--- src/bridge_pkg.sv ---
package bridge_pkg;
  localparam logic [11:0] CTRL_OFS   = 12'h000;
  localparam logic [11:0] STAT_OFS   = 12'h004;
  localparam logic [11:0] ADDR_OFS   = 12'h008;
  localparam logic        CTRL_RST   = 1'b1;
  localparam int          SLAVE_DEF  = 127;
  localparam int          BYTES_DEF  = 2;
  localparam int          STEAL_DEF  = 0;
  localparam int          FIFO_DEPTH = 8;
  localparam int          ENTRY_W    = 40;
  localparam int          SYNC_LEN   = 3;

  typedef enum logic [6:0] {
    S_IDLE = 7'h01, S_RX = 7'h02, S_HOLD = 7'h04, S_ACK = 7'h08,
    S_RDWAIT = 7'h10, S_TX = 7'h20, S_MACK = 7'h40
  } ser_state_t;

  typedef enum logic [3:0] {
    B_IDLE = 4'h1, B_WR = 4'h2, B_RD = 4'h4, B_RDATA = 4'h8
  } bus_state_t;
endpackage : bridge_pkg

--- src/i2c_slave_mm_bridge.sv ---
// The APB interface to the registers and the address map are this design's own decisions.
`timescale 1ns/10ps
// ==========================================================
// write byte queue
module byte_fifo #(
  parameter int WIDTH = 40,
  parameter int DEPTH = 8
) (
  input  wire logic             clk,
  input  wire logic             rst,
  input  wire logic             inValid,
  output logic                  inReady,
  input  wire logic [WIDTH-1:0] inData,
  output logic                  outValid,
  input  wire logic             outReady,
  output logic      [WIDTH-1:0] outData
);
  localparam int AW = $clog2(DEPTH);
  logic [WIDTH-1:0] mem [DEPTH];
  logic [AW:0]      wrPtr_q;
  logic [AW:0]      rdPtr_q;
  wire              push = inValid & inReady;
  wire              pop  = outValid & outReady;

  if (DEPTH < 2 || (1 << AW) != DEPTH) begin : g_chk
    $error("fifo depth must be a power of two");
  end

  assign inReady  = !((wrPtr_q[AW] != rdPtr_q[AW]) && (wrPtr_q[AW-1:0] == rdPtr_q[AW-1:0]));
  assign outValid = wrPtr_q != rdPtr_q;
  assign outData  = mem[rdPtr_q[AW-1:0]];

  always_ff @(posedge clk) begin
    if (push) begin
      mem[wrPtr_q[AW-1:0]] <= inData;
    end
  end

  always_ff @(posedge clk) begin
    if (rst) begin
      wrPtr_q <= '0;
      rdPtr_q <= '0;
    end else begin
      wrPtr_q <= wrPtr_q + (AW+1)'(push);
      rdPtr_q <= rdPtr_q + (AW+1)'(pop);
    end
  end
endmodule : byte_fifo

// ==========================================================
// bridge top
module i2c_slave_mm_bridge #(
  parameter int SLAVE_ADDR = bridge_pkg::SLAVE_DEF,
  parameter int ADDR_BYTES = bridge_pkg::BYTES_DEF,
  parameter int STEAL_BITS = bridge_pkg::STEAL_DEF,
  parameter bit READ_ONLY  = 1'b0
) (
  input  wire logic        ref_clk,
  input  wire logic        sys_rst,
  input  wire logic [11:0] paddr,
  input  wire logic        psel,
  input  wire logic        penable,
  input  wire logic        pwrite,
  input  wire logic [31:0] pwdata,
  output logic      [31:0] prdata,
  output logic             pready,
  output logic             pslverr,
  output logic      [31:0] busAddr,
  output logic      [3:0]  busByteEn,
  output logic             busRead,
  input  wire logic [31:0] busRdData,
  input  wire logic        busRdValid,
  input  wire logic        busWait,
  output logic             busWrite,
  output logic      [31:0] busWrData,
  input  wire logic        sdaIn,
  input  wire logic        sclIn,
  output logic             sdaOe,
  output logic             sclOe
);
  import bridge_pkg::*;

  localparam int BYTE_BITS = ADDR_BYTES * 8;
  localparam int USED      = (ADDR_BYTES == 4) ? 32 : BYTE_BITS + STEAL_BITS;
  localparam logic [31:0] USED_MASK  = 32'((64'h1 << USED) - 64'h1);
  localparam logic [31:0] BYTE_MASK  = 32'((64'h1 << BYTE_BITS) - 64'h1);
  localparam logic [31:0] STEAL_MASK = USED_MASK & ~BYTE_MASK;
  localparam logic [6:0]  SLV        = 7'(SLAVE_ADDR);
  localparam logic [2:0]  LAST_IDX   = 3'(ADDR_BYTES + 1);

  if (SLAVE_ADDR < 0 || SLAVE_ADDR > 127 || ADDR_BYTES < 1 || ADDR_BYTES > 4 ||
      STEAL_BITS < 0 || STEAL_BITS > 3) begin : g_chk
    $error("bridge parameter out of range");
  end

  function automatic logic legalBe(input logic [3:0] be);
    return be inside {4'h1, 4'h2, 4'h4, 4'h8, 4'h3, 4'hC, 4'hF};
  endfunction : legalBe

  // ==========================================================
  // line synchronisers and edge detection
  logic [SYNC_LEN-1:0] sdaSh_q;
  logic [SYNC_LEN-1:0] sclSh_q;
  always_ff @(posedge ref_clk) begin
    sdaSh_q <= {sdaSh_q[SYNC_LEN-2:0], sdaIn};
    sclSh_q <= {sclSh_q[SYNC_LEN-2:0], sclIn};
  end
  wire sdaS     = sdaSh_q[1];
  wire sdaP     = sdaSh_q[2];
  wire sclS     = sclSh_q[1];
  wire sclP     = sclSh_q[2];
  wire startDet = sclS & sclP & sdaP & ~sdaS;
  wire stopDet  = sclS & sclP & ~sdaP & sdaS;
  wire sclRise  = sclS & ~sclP;
  wire sclFall  = ~sclS & sclP;

  // ==========================================================
  // register file
  logic        enable_q;
  logic [31:0] prdata_q;
  ser_state_t  serState_q;
  logic        dirRead_q;
  logic [31:0] addrCnt_q;
  logic        fEmpty;
  wire         hitCtrl = paddr == CTRL_OFS;
  wire         hitStat = paddr == STAT_OFS;
  wire         hitAddr = paddr == ADDR_OFS;
  wire         hitAny  = hitCtrl | hitStat | hitAddr;
  wire         setup   = psel & ~penable;
  wire [31:0]  rdMux   = hitCtrl ? {31'h0, enable_q} :
                         hitStat ? {29'h0, fEmpty, dirRead_q, serState_q != S_IDLE} :
                         hitAddr ? addrCnt_q : 32'h0;
  assign pready  = psel & penable;
  assign pslverr = pready & ~hitAny;
  assign prdata  = prdata_q;

  always_ff @(posedge ref_clk) begin
    if (sys_rst) begin
      enable_q <= CTRL_RST;
      prdata_q <= 32'h0;
    end else begin
      if (setup & ~pwrite) prdata_q <= rdMux;
      if (pready & pwrite & hitCtrl) enable_q <= pwdata[0];
    end
  end

  // ==========================================================
  // serial slave
  logic [3:0]  bitCnt_q;
  logic [7:0]  shift_q;
  logic [7:0]  tx_q;
  logic [2:0]  byteIdx_q;
  logic        rdDone;
  logic [7:0]  rdByte;
  logic        fInReady;
  logic        fOutValid;
  logic        fOutReady;
  logic [39:0] fOut;
  wire  match    = enable_q && ((shift_q[7:1] >> STEAL_BITS) == (SLV >> STEAL_BITS));
  wire  isCtrl   = byteIdx_q == 3'h0;
  wire  isAddrB  = !isCtrl && byteIdx_q != LAST_IDX;
  wire  wrPush   = (serState_q == S_HOLD) && !isCtrl && !isAddrB && !READ_ONLY && fInReady;
  wire [31:0] stolen  = 32'(shift_q[3:1]) << BYTE_BITS;
  wire [31:0] addrInc = (addrCnt_q + 32'h1) & USED_MASK;

  assign sclOe = (serState_q == S_HOLD) || (serState_q == S_RDWAIT);
  assign sdaOe = (serState_q == S_ACK) || ((serState_q == S_TX) && !tx_q[7]);

  always_ff @(posedge ref_clk) begin
    if (sys_rst) begin
      serState_q <= S_IDLE;
      bitCnt_q   <= 4'h0;
      shift_q    <= 8'h00;
      tx_q       <= 8'hFF;
      byteIdx_q  <= 3'h0;
      dirRead_q  <= 1'b0;
      addrCnt_q  <= 32'h0;
    end else if (startDet) begin
      serState_q <= S_RX;
      bitCnt_q   <= 4'h0;
      byteIdx_q  <= 3'h0;
    end else if (stopDet) begin
      serState_q <= S_IDLE;
    end else begin
      case (serState_q)
        S_RX: begin
          if (sclRise && bitCnt_q != 4'h8) begin
            shift_q  <= {shift_q[6:0], sdaS};
            bitCnt_q <= bitCnt_q + 4'h1;
          end
          if (sclFall && bitCnt_q == 4'h8) serState_q <= S_HOLD;
        end
        S_HOLD: begin
          if (isCtrl) begin
            serState_q <= match ? S_ACK : S_IDLE;
            dirRead_q  <= shift_q[0];
            byteIdx_q  <= (match && !shift_q[0]) ? 3'h1 : 3'h0;
            // stolen bits above the byte address
            if (match) addrCnt_q <= (addrCnt_q & ~STEAL_MASK) | (stolen & STEAL_MASK);
          end else if (isAddrB) begin
            addrCnt_q  <= (addrCnt_q & STEAL_MASK) | ({addrCnt_q[23:0], shift_q} & BYTE_MASK);
            byteIdx_q  <= byteIdx_q + 3'h1;
            serState_q <= S_ACK;
          end else if (READ_ONLY) begin
            serState_q <= S_IDLE;
          end else if (fInReady) begin
            addrCnt_q  <= addrInc;
            serState_q <= S_ACK;
          end
        end
        S_ACK: begin
          if (sclFall) begin
            serState_q <= dirRead_q ? S_RDWAIT : S_RX;
            bitCnt_q   <= 4'h0;
          end
        end
        S_RDWAIT: begin
          if (rdDone) begin
            tx_q       <= rdByte;
            addrCnt_q  <= addrInc;
            bitCnt_q   <= 4'h0;
            serState_q <= S_TX;
          end
        end
        S_TX: begin
          if (sclFall) begin
            tx_q     <= {tx_q[6:0], 1'b1};
            bitCnt_q <= bitCnt_q + 4'h1;
            if (bitCnt_q == 4'h7) serState_q <= S_MACK;
          end
        end
        S_MACK: begin
          if (sclRise && sdaS) serState_q <= S_IDLE;
          else if (sclFall) serState_q <= S_RDWAIT;
        end
        default: serState_q <= S_IDLE;
      endcase
    end
  end

  // ==========================================================
  // bus master with byte merging
  // stalls on a full queue stretch the serial clock instead of dropping bytes
  byte_fifo #(.WIDTH(ENTRY_W), .DEPTH(FIFO_DEPTH)) u_fifo (
    .clk      (ref_clk),
    .rst      (sys_rst),
    .inValid  (wrPush),
    .inReady  (fInReady),
    .inData   ({addrCnt_q, shift_q}),
    .outValid (fOutValid),
    .outReady (fOutReady),
    .outData  (fOut)
  );
  assign fEmpty = !fOutValid;

  bus_state_t  busState_q;
  logic [29:0] accWord_q;
  logic [3:0]  accBe_q;
  logic [31:0] accData_q;
  logic [1:0]  lastLane_q;
  wire  [1:0]  fLane    = fOut[9:8];
  wire  [3:0]  fLaneBit = 4'h1 << fLane;
  wire         wrActive = (serState_q != S_IDLE) && !dirRead_q;
  wire         sameRun  = (accBe_q == 4'h0) || ((fOut[39:10] == accWord_q) &&
                          (fLane == lastLane_q + 2'h1) && !(|(accBe_q & fLaneBit)));
  wire         flushNow = (accBe_q != 4'h0) &&
                          ((fOutValid && !sameRun) || (!fOutValid && !wrActive));
  wire         isBIdle  = busState_q == B_IDLE;
  wire  [3:0]  lowBit   = accBe_q & (~accBe_q + 4'h1);
  wire         rdWant   = serState_q == S_RDWAIT;
  assign fOutReady = isBIdle && !flushNow && fOutValid;
  assign rdDone = (busState_q == B_RDATA) && busRdValid;
  // byte picked by low address bits
  assign rdByte = busRdData[{addrCnt_q[1:0], 3'b000} +: 8];

  always_ff @(posedge ref_clk) begin
    if (sys_rst) begin
      busState_q <= B_IDLE;
      busRead    <= 1'b0;
      busWrite   <= 1'b0;
      busAddr    <= 32'h0;
      busByteEn  <= 4'h0;
      busWrData  <= 32'h0;
      accWord_q  <= 30'h0;
      accBe_q    <= 4'h0;
      accData_q  <= 32'h0;
      lastLane_q <= 2'h0;
    end else begin
      case (busState_q)
        B_IDLE: begin
          if (flushNow) begin
            busWrite   <= !READ_ONLY;
            busByteEn  <= legalBe(accBe_q) ? accBe_q : lowBit;
            accBe_q    <= legalBe(accBe_q) ? 4'h0 : accBe_q & ~lowBit;
            busWrData  <= accData_q;
            busAddr    <= {accWord_q, 2'b00};
            busState_q <= B_WR;
          end else if (fOutValid) begin
            accBe_q    <= accBe_q | fLaneBit;
            accData_q[{fLane, 3'b000} +: 8] <= fOut[7:0];
            accWord_q  <= fOut[39:10];
            lastLane_q <= fLane;
          end else if (rdWant && accBe_q == 4'h0) begin
            busRead    <= 1'b1;
            busAddr    <= {addrCnt_q[31:2], 2'b00};
            busByteEn  <= 4'hF;
            busState_q <= B_RD;
          end
        end
        B_WR: begin
          if (!busWait) begin
            busWrite   <= 1'b0;
            busState_q <= B_IDLE;
          end
        end
        B_RD: begin
          if (!busWait) begin
            busRead    <= 1'b0;
            busState_q <= B_RDATA;
          end
        end
        B_RDATA: begin
          if (busRdValid) busState_q <= B_IDLE;
        end
        default: busState_q <= B_IDLE;
      endcase
    end
  end
endmodule : i2c_slave_mm_bridge

--- config.mk ---
export PLATFORM = sky130hd
export DESIGN_NAME = i2c_slave_mm_bridge
export DESIGN_NICKNAME = d
export VERILOG_FILES = /design/src/bridge_pkg.sv /design/src/i2c_slave_mm_bridge.sv
export SDC_FILE = /design/constraint.sdc
export NUM_CORES = 1
export LEC_CHECK = 0
export BUFFER_PORTS_ARGS = -buffer_cell sky130_fd_sc_hd__buf_2
export CAP_MARGIN = 10
export CORE_ASPECT_RATIO = 0.7
export CORE_MARGIN = 10
export CORE_UTILIZATION = 34
export CTS_CLUSTER_SIZE = 24
export DETAILED_ROUTE_END_ITERATION = 6
export HOLD_SLACK_MARGIN = 0.06
export PLACE_DENSITY_LB_ADDON = 0.15
export SLEW_MARGIN = 5
export SYNTH_ARGS = -nofsm -noshare
export SYNTH_HDL_FRONTEND = slang
export SYNTH_SLANG_ARGS = --single-unit
export TNS_END_PERCENT = 100
--- constraint.sdc ---
create_clock -name ref_clk -period 5 [get_ports ref_clk]
set_input_delay 1.25 -clock ref_clk [delete_from_list [all_inputs] [get_ports ref_clk]]
set_output_delay 1.25 -clock ref_clk [all_outputs]
set_load 0.02 [all_outputs]
==> results by group <==
Setup path
  • CP required: 5.48 ns
  • Worst Setup EP: accBe_q[3]
  • R2R depth: 12
  • Crit-path max FO: 32
  • Worst reg2reg path endpoint: accBe_q[3]
  • Crit path arrival time: 4.93 ns
  • Setup crit end kind: register
  • Setup CP Type: register to register
  • Worst Setup SP: u_fifo.rdPtr_q[0]
  • CP startpoint kind: register
  • RR Startpoint: u_fifo.rdPtr_q[0]
  • Setup slack, reg-to-reg: 0.54 ns

Logic synthesis
  • Synth top area cells: edfxtp_1 36%, dfxtp_1 23%, mux4_2 6.0%
  • Count leader, synth: edfxtp_1
  • Synth top area share: 0.357
  • Synthesized area: 0.0162 mm²
  • Register bit total from synthesis: 378
  • Register area share after synthesis: 0.587
  • Area leader, netlist: edfxtp_1
  • Yosys warns: 0
  • Mapped Cells: 1,354
  • Most frequent cells after synthesis: 192 x edfxtp_1, 186 x dfxtp_1, 115 x nand2_1, 94 x nor2_1, 74 x mux2i_1
  • Most used DFF post-synth: edfxtp_1
  • Asr flop ratio synth: 0
  • Avg Cell Area, Syn: 11.9 µm²
  • Post-synth EDFFs: 192
  • Netlist cell types: 70

Floorplanning
  • Area of the core: 0.0467 mm²
  • Die X: 281 µm
  • IO Pins: 191
  • # rows: 66
  • Die area: 0.0568 mm²
  • Starting Density: 0.346
  • Die span in y: 202 µm

Pwr
  • PD cells: 398 mW/mm²
  • Clock share of power: 0.396
  • Psw: 2.07 mW
  • Sw Share: 0.278
  • Logic gate share of total power: 0.141
  • Leak: 6.36 nW
  • Flop pwr share: 0.463
  • Worst IR drop on VDD: 0.000212 V
  • Cell-internal power: 5.36 mW

Global route
  • Gr ovfl total: 0
  • Largest net degree at the start of global routing: 59
  • First-pass GRT wire length: 67,200 µm
  • Antenna violations before repair: 1
  • Number of global-route vias before repair: 10,900
  • Gr usage total: 0.151

Route
  • Via count: 11,200
  • Routed Antenna Nets: 0
  • Drt drc: 0
  • Vias/cell: 5.30
  • 1st-pass router iterations: 5
  • 1st-iter DRT viols: 862
  • Total Routed Length: 44,000 µm
  • WL per Instance: 20.9 µm

Place
  • Hpwl dp: 29,300 µm
  • RePlAce Congestion: 0.795
  • Port Buffer Count: 125

Clock network
  • CTS root buf: clkbuf_16
  • Inserted Clock Buffers: 40
  • Max Root-Sink Buffers: 3
  • H-tree depth: 2
  • Total setup buffers inserted after CTS: 0
  • PostCTS Resize Cnt: 0
  • Hold buffers post-CTS: 0
  • Clock transition at path regs: 0.06 ns
  • CTS sink cnt: 378
  • Worst-Skew Late Latency: 0.56 ns
  • CTS tree: yes

Layout
  • Layout cells sized above 1: 0.203
  • Area delta synth->final: 15.5%
  • Nets: 1,563
  • Antenna cell count: 0

Outcome
  • Status: completed

Run
  • Max-Cap Viols: 0

STA
  • Setup TNS: 0 ns
  • Worst rel slew slack: 0.218
  • Final worst-path cycle share: 0.892
  • Max Clock Freq: 224 MHz
  • Max Transition Viols Final: 0
  • Final hold viol count: 0
  • Final-report setup violation count: 0
  • Fin Clk Skew: 0.0259 ns
  • Minimum hold slack: 0.326 ns
  • RSZ-0062 raised after global routing: false
  • Post-layout min period: 4.46 ns
  • Measured slew at the worst slew-check pin: 1.17 ns

Min path
  • Hold Path Class: register to register
## worst max-delay path, cell delays in order (launching register included)
cell	delay, ns
dfxtp_4	0.58
mux4_2	0.56
mux2i_2	0.50
inv_1	0.20
ha_1	0.26
a22oi_1	0.18
and3_1	0.22
and2_1	0.13
nand4_1	0.18
o31ai_4	0.30
buf_4	0.39
nand3_1	0.53
a21boi_0	0.33
## area by class of cell
class | count | area (µm²)
Fill cell | 4500 | 28100
Sequential cell | 378 | 9500
Multi-Input combinational cell | 865 | 6170
Clock buffer | 55 | 1140
Timing Repair Buffer | 153 | 838
Tap cell | 612 | 766
Clock inverter | 18 | 156
Inverter | 26 | 97.6
## state kept, by name, indices dropped and copies added (netlist names), 2 cells and up
register / cells
u_fifo.mem: 192
serState_q: 7
byteIdx_q: 3
accWord_q: 14
sdaSh_q: 3
busState_q: 4
accBe_q: 4
prdata: 16
sclSh_q: 3
busAddr: 14
tx_q: 8
bitCnt_q: 4
busByteEn: 4
lastLane_q: 2
u_fifo.rdPtr_q: 4
shift_q: 8
addrCnt_q: 16
u_fifo.wrPtr_q: 4
busWrData: 32
accData_q: 32
## metrics by stage
| stage | setup WS (ns) | instances | cell area [µm²] | power, mW | utilization |
|---|---|---|---|---|---|
| 6_report | 0.542 | 2107 | 18700 | 7.43 | 0.399 |
| 2_1_floorplan | 1.35 | 1387 | 16300 | 4.26 | - |
| 5_1_grt | 0.286 | 2107 | 18700 | 7.75 | 0.399 |
| 3_5_place_dp | 0.561 | 2033 | 17400 | 4.56 | 0.371 |
| 4_1_cts | 0.558 | 2106 | 18700 | 7.50 | 0.399 |
| 3_3_place_gp | 0.628 | 2033 | 17400 | 4.55 | 0.371 |
## cells by family (layout without fill, tap and decap cells)
family	after synthesis	after routing	share of synthesized area
AND/OR/NAND/NOR	385	385	0.115
flip-flops	378	378	0.587
AO/OA/AOI/OAI	282	282	0.116
buffers and inverters	144	252	0.0445
multiplexers	128	128	0.114
XOR/XNOR	22	22	0.0119
adder cells (fa/ha/maj)	14	14	0.0108
other	1	34	0.000232
## cell usage in the layout (no fill, tap or decap), types with 6 or more instances in the layout
master	netlist	routed
o21ai_0	67	67
o22ai_2	7	7
a22oi_1	30	30
clkbuf_1	61	8
o22ai_1	13	13
nand4_1	13	13
buf_2	10	124
clkbuf_8	0	6
clkbuf_16	0	41
conb_1	1	34
inv_1	25	25
dfxtp_1	186	183
o31ai_1	7	6
mux4_2	43	43
a311oi_1	9	9
mux2i_1	74	74
o311ai_0	8	8
a22o_1	6	6
nor4_1	9	8
nor2_4	0	6
ha_1	14	14
buf_4	42	28
a221o_1	14	14
nor2b_1	10	10
nor3_1	22	20
a211oi_1	9	9
nand2_1	115	115
edfxtp_1	192	192
nand3_1	55	55
and3_1	24	24
clkinv_2	0	9
a21oi_1	71	70
mux2_2	9	9
xnor2_1	15	15
nor2_1	94	88
xor2_1	7	7
## power by group through the flow
stage,Sequential (mW),Clock [mW],Combinational (mW)
after CTS,3.44,3.01,1.05
after global placement,3.51,0,1.04
final,3.44,2.94,1.05
after global routing,3.46,3.15,1.14
after detailed placement,3.51,0,1.05
after floorplan,3.47,0,0.781
## metal layers
| layer | routed length [µm] | GRT usage |
|---|---|---|
| met1 | 22100 | 0.227 |
| met2 | 18400 | 0.215 |
| met3 | 2520 | 0.0333 |
| met4 | 881 | 0.0389 |
| met5 | 0 | 0 |
## worst min path at each step
stage,startpoint,to,slack (ns),depth (start not counted)
2_1_floorplan,sclSh_q[0],sclSh_q[1],0.31,0
5_1_grt,sdaSh_q[0],sdaSh_q[1],0.34,0
3_3_place_gp,sdaSh_q[0],sdaSh_q[1],0.31,0
6_report,sdaSh_q[0],sdaSh_q[1],0.33,0
3_5_place_dp,sdaSh_q[0],sdaSh_q[1],0.32,0
4_1_cts,sdaSh_q[0],sdaSh_q[1],0.33,0
(Power assumes the default switching activity.)
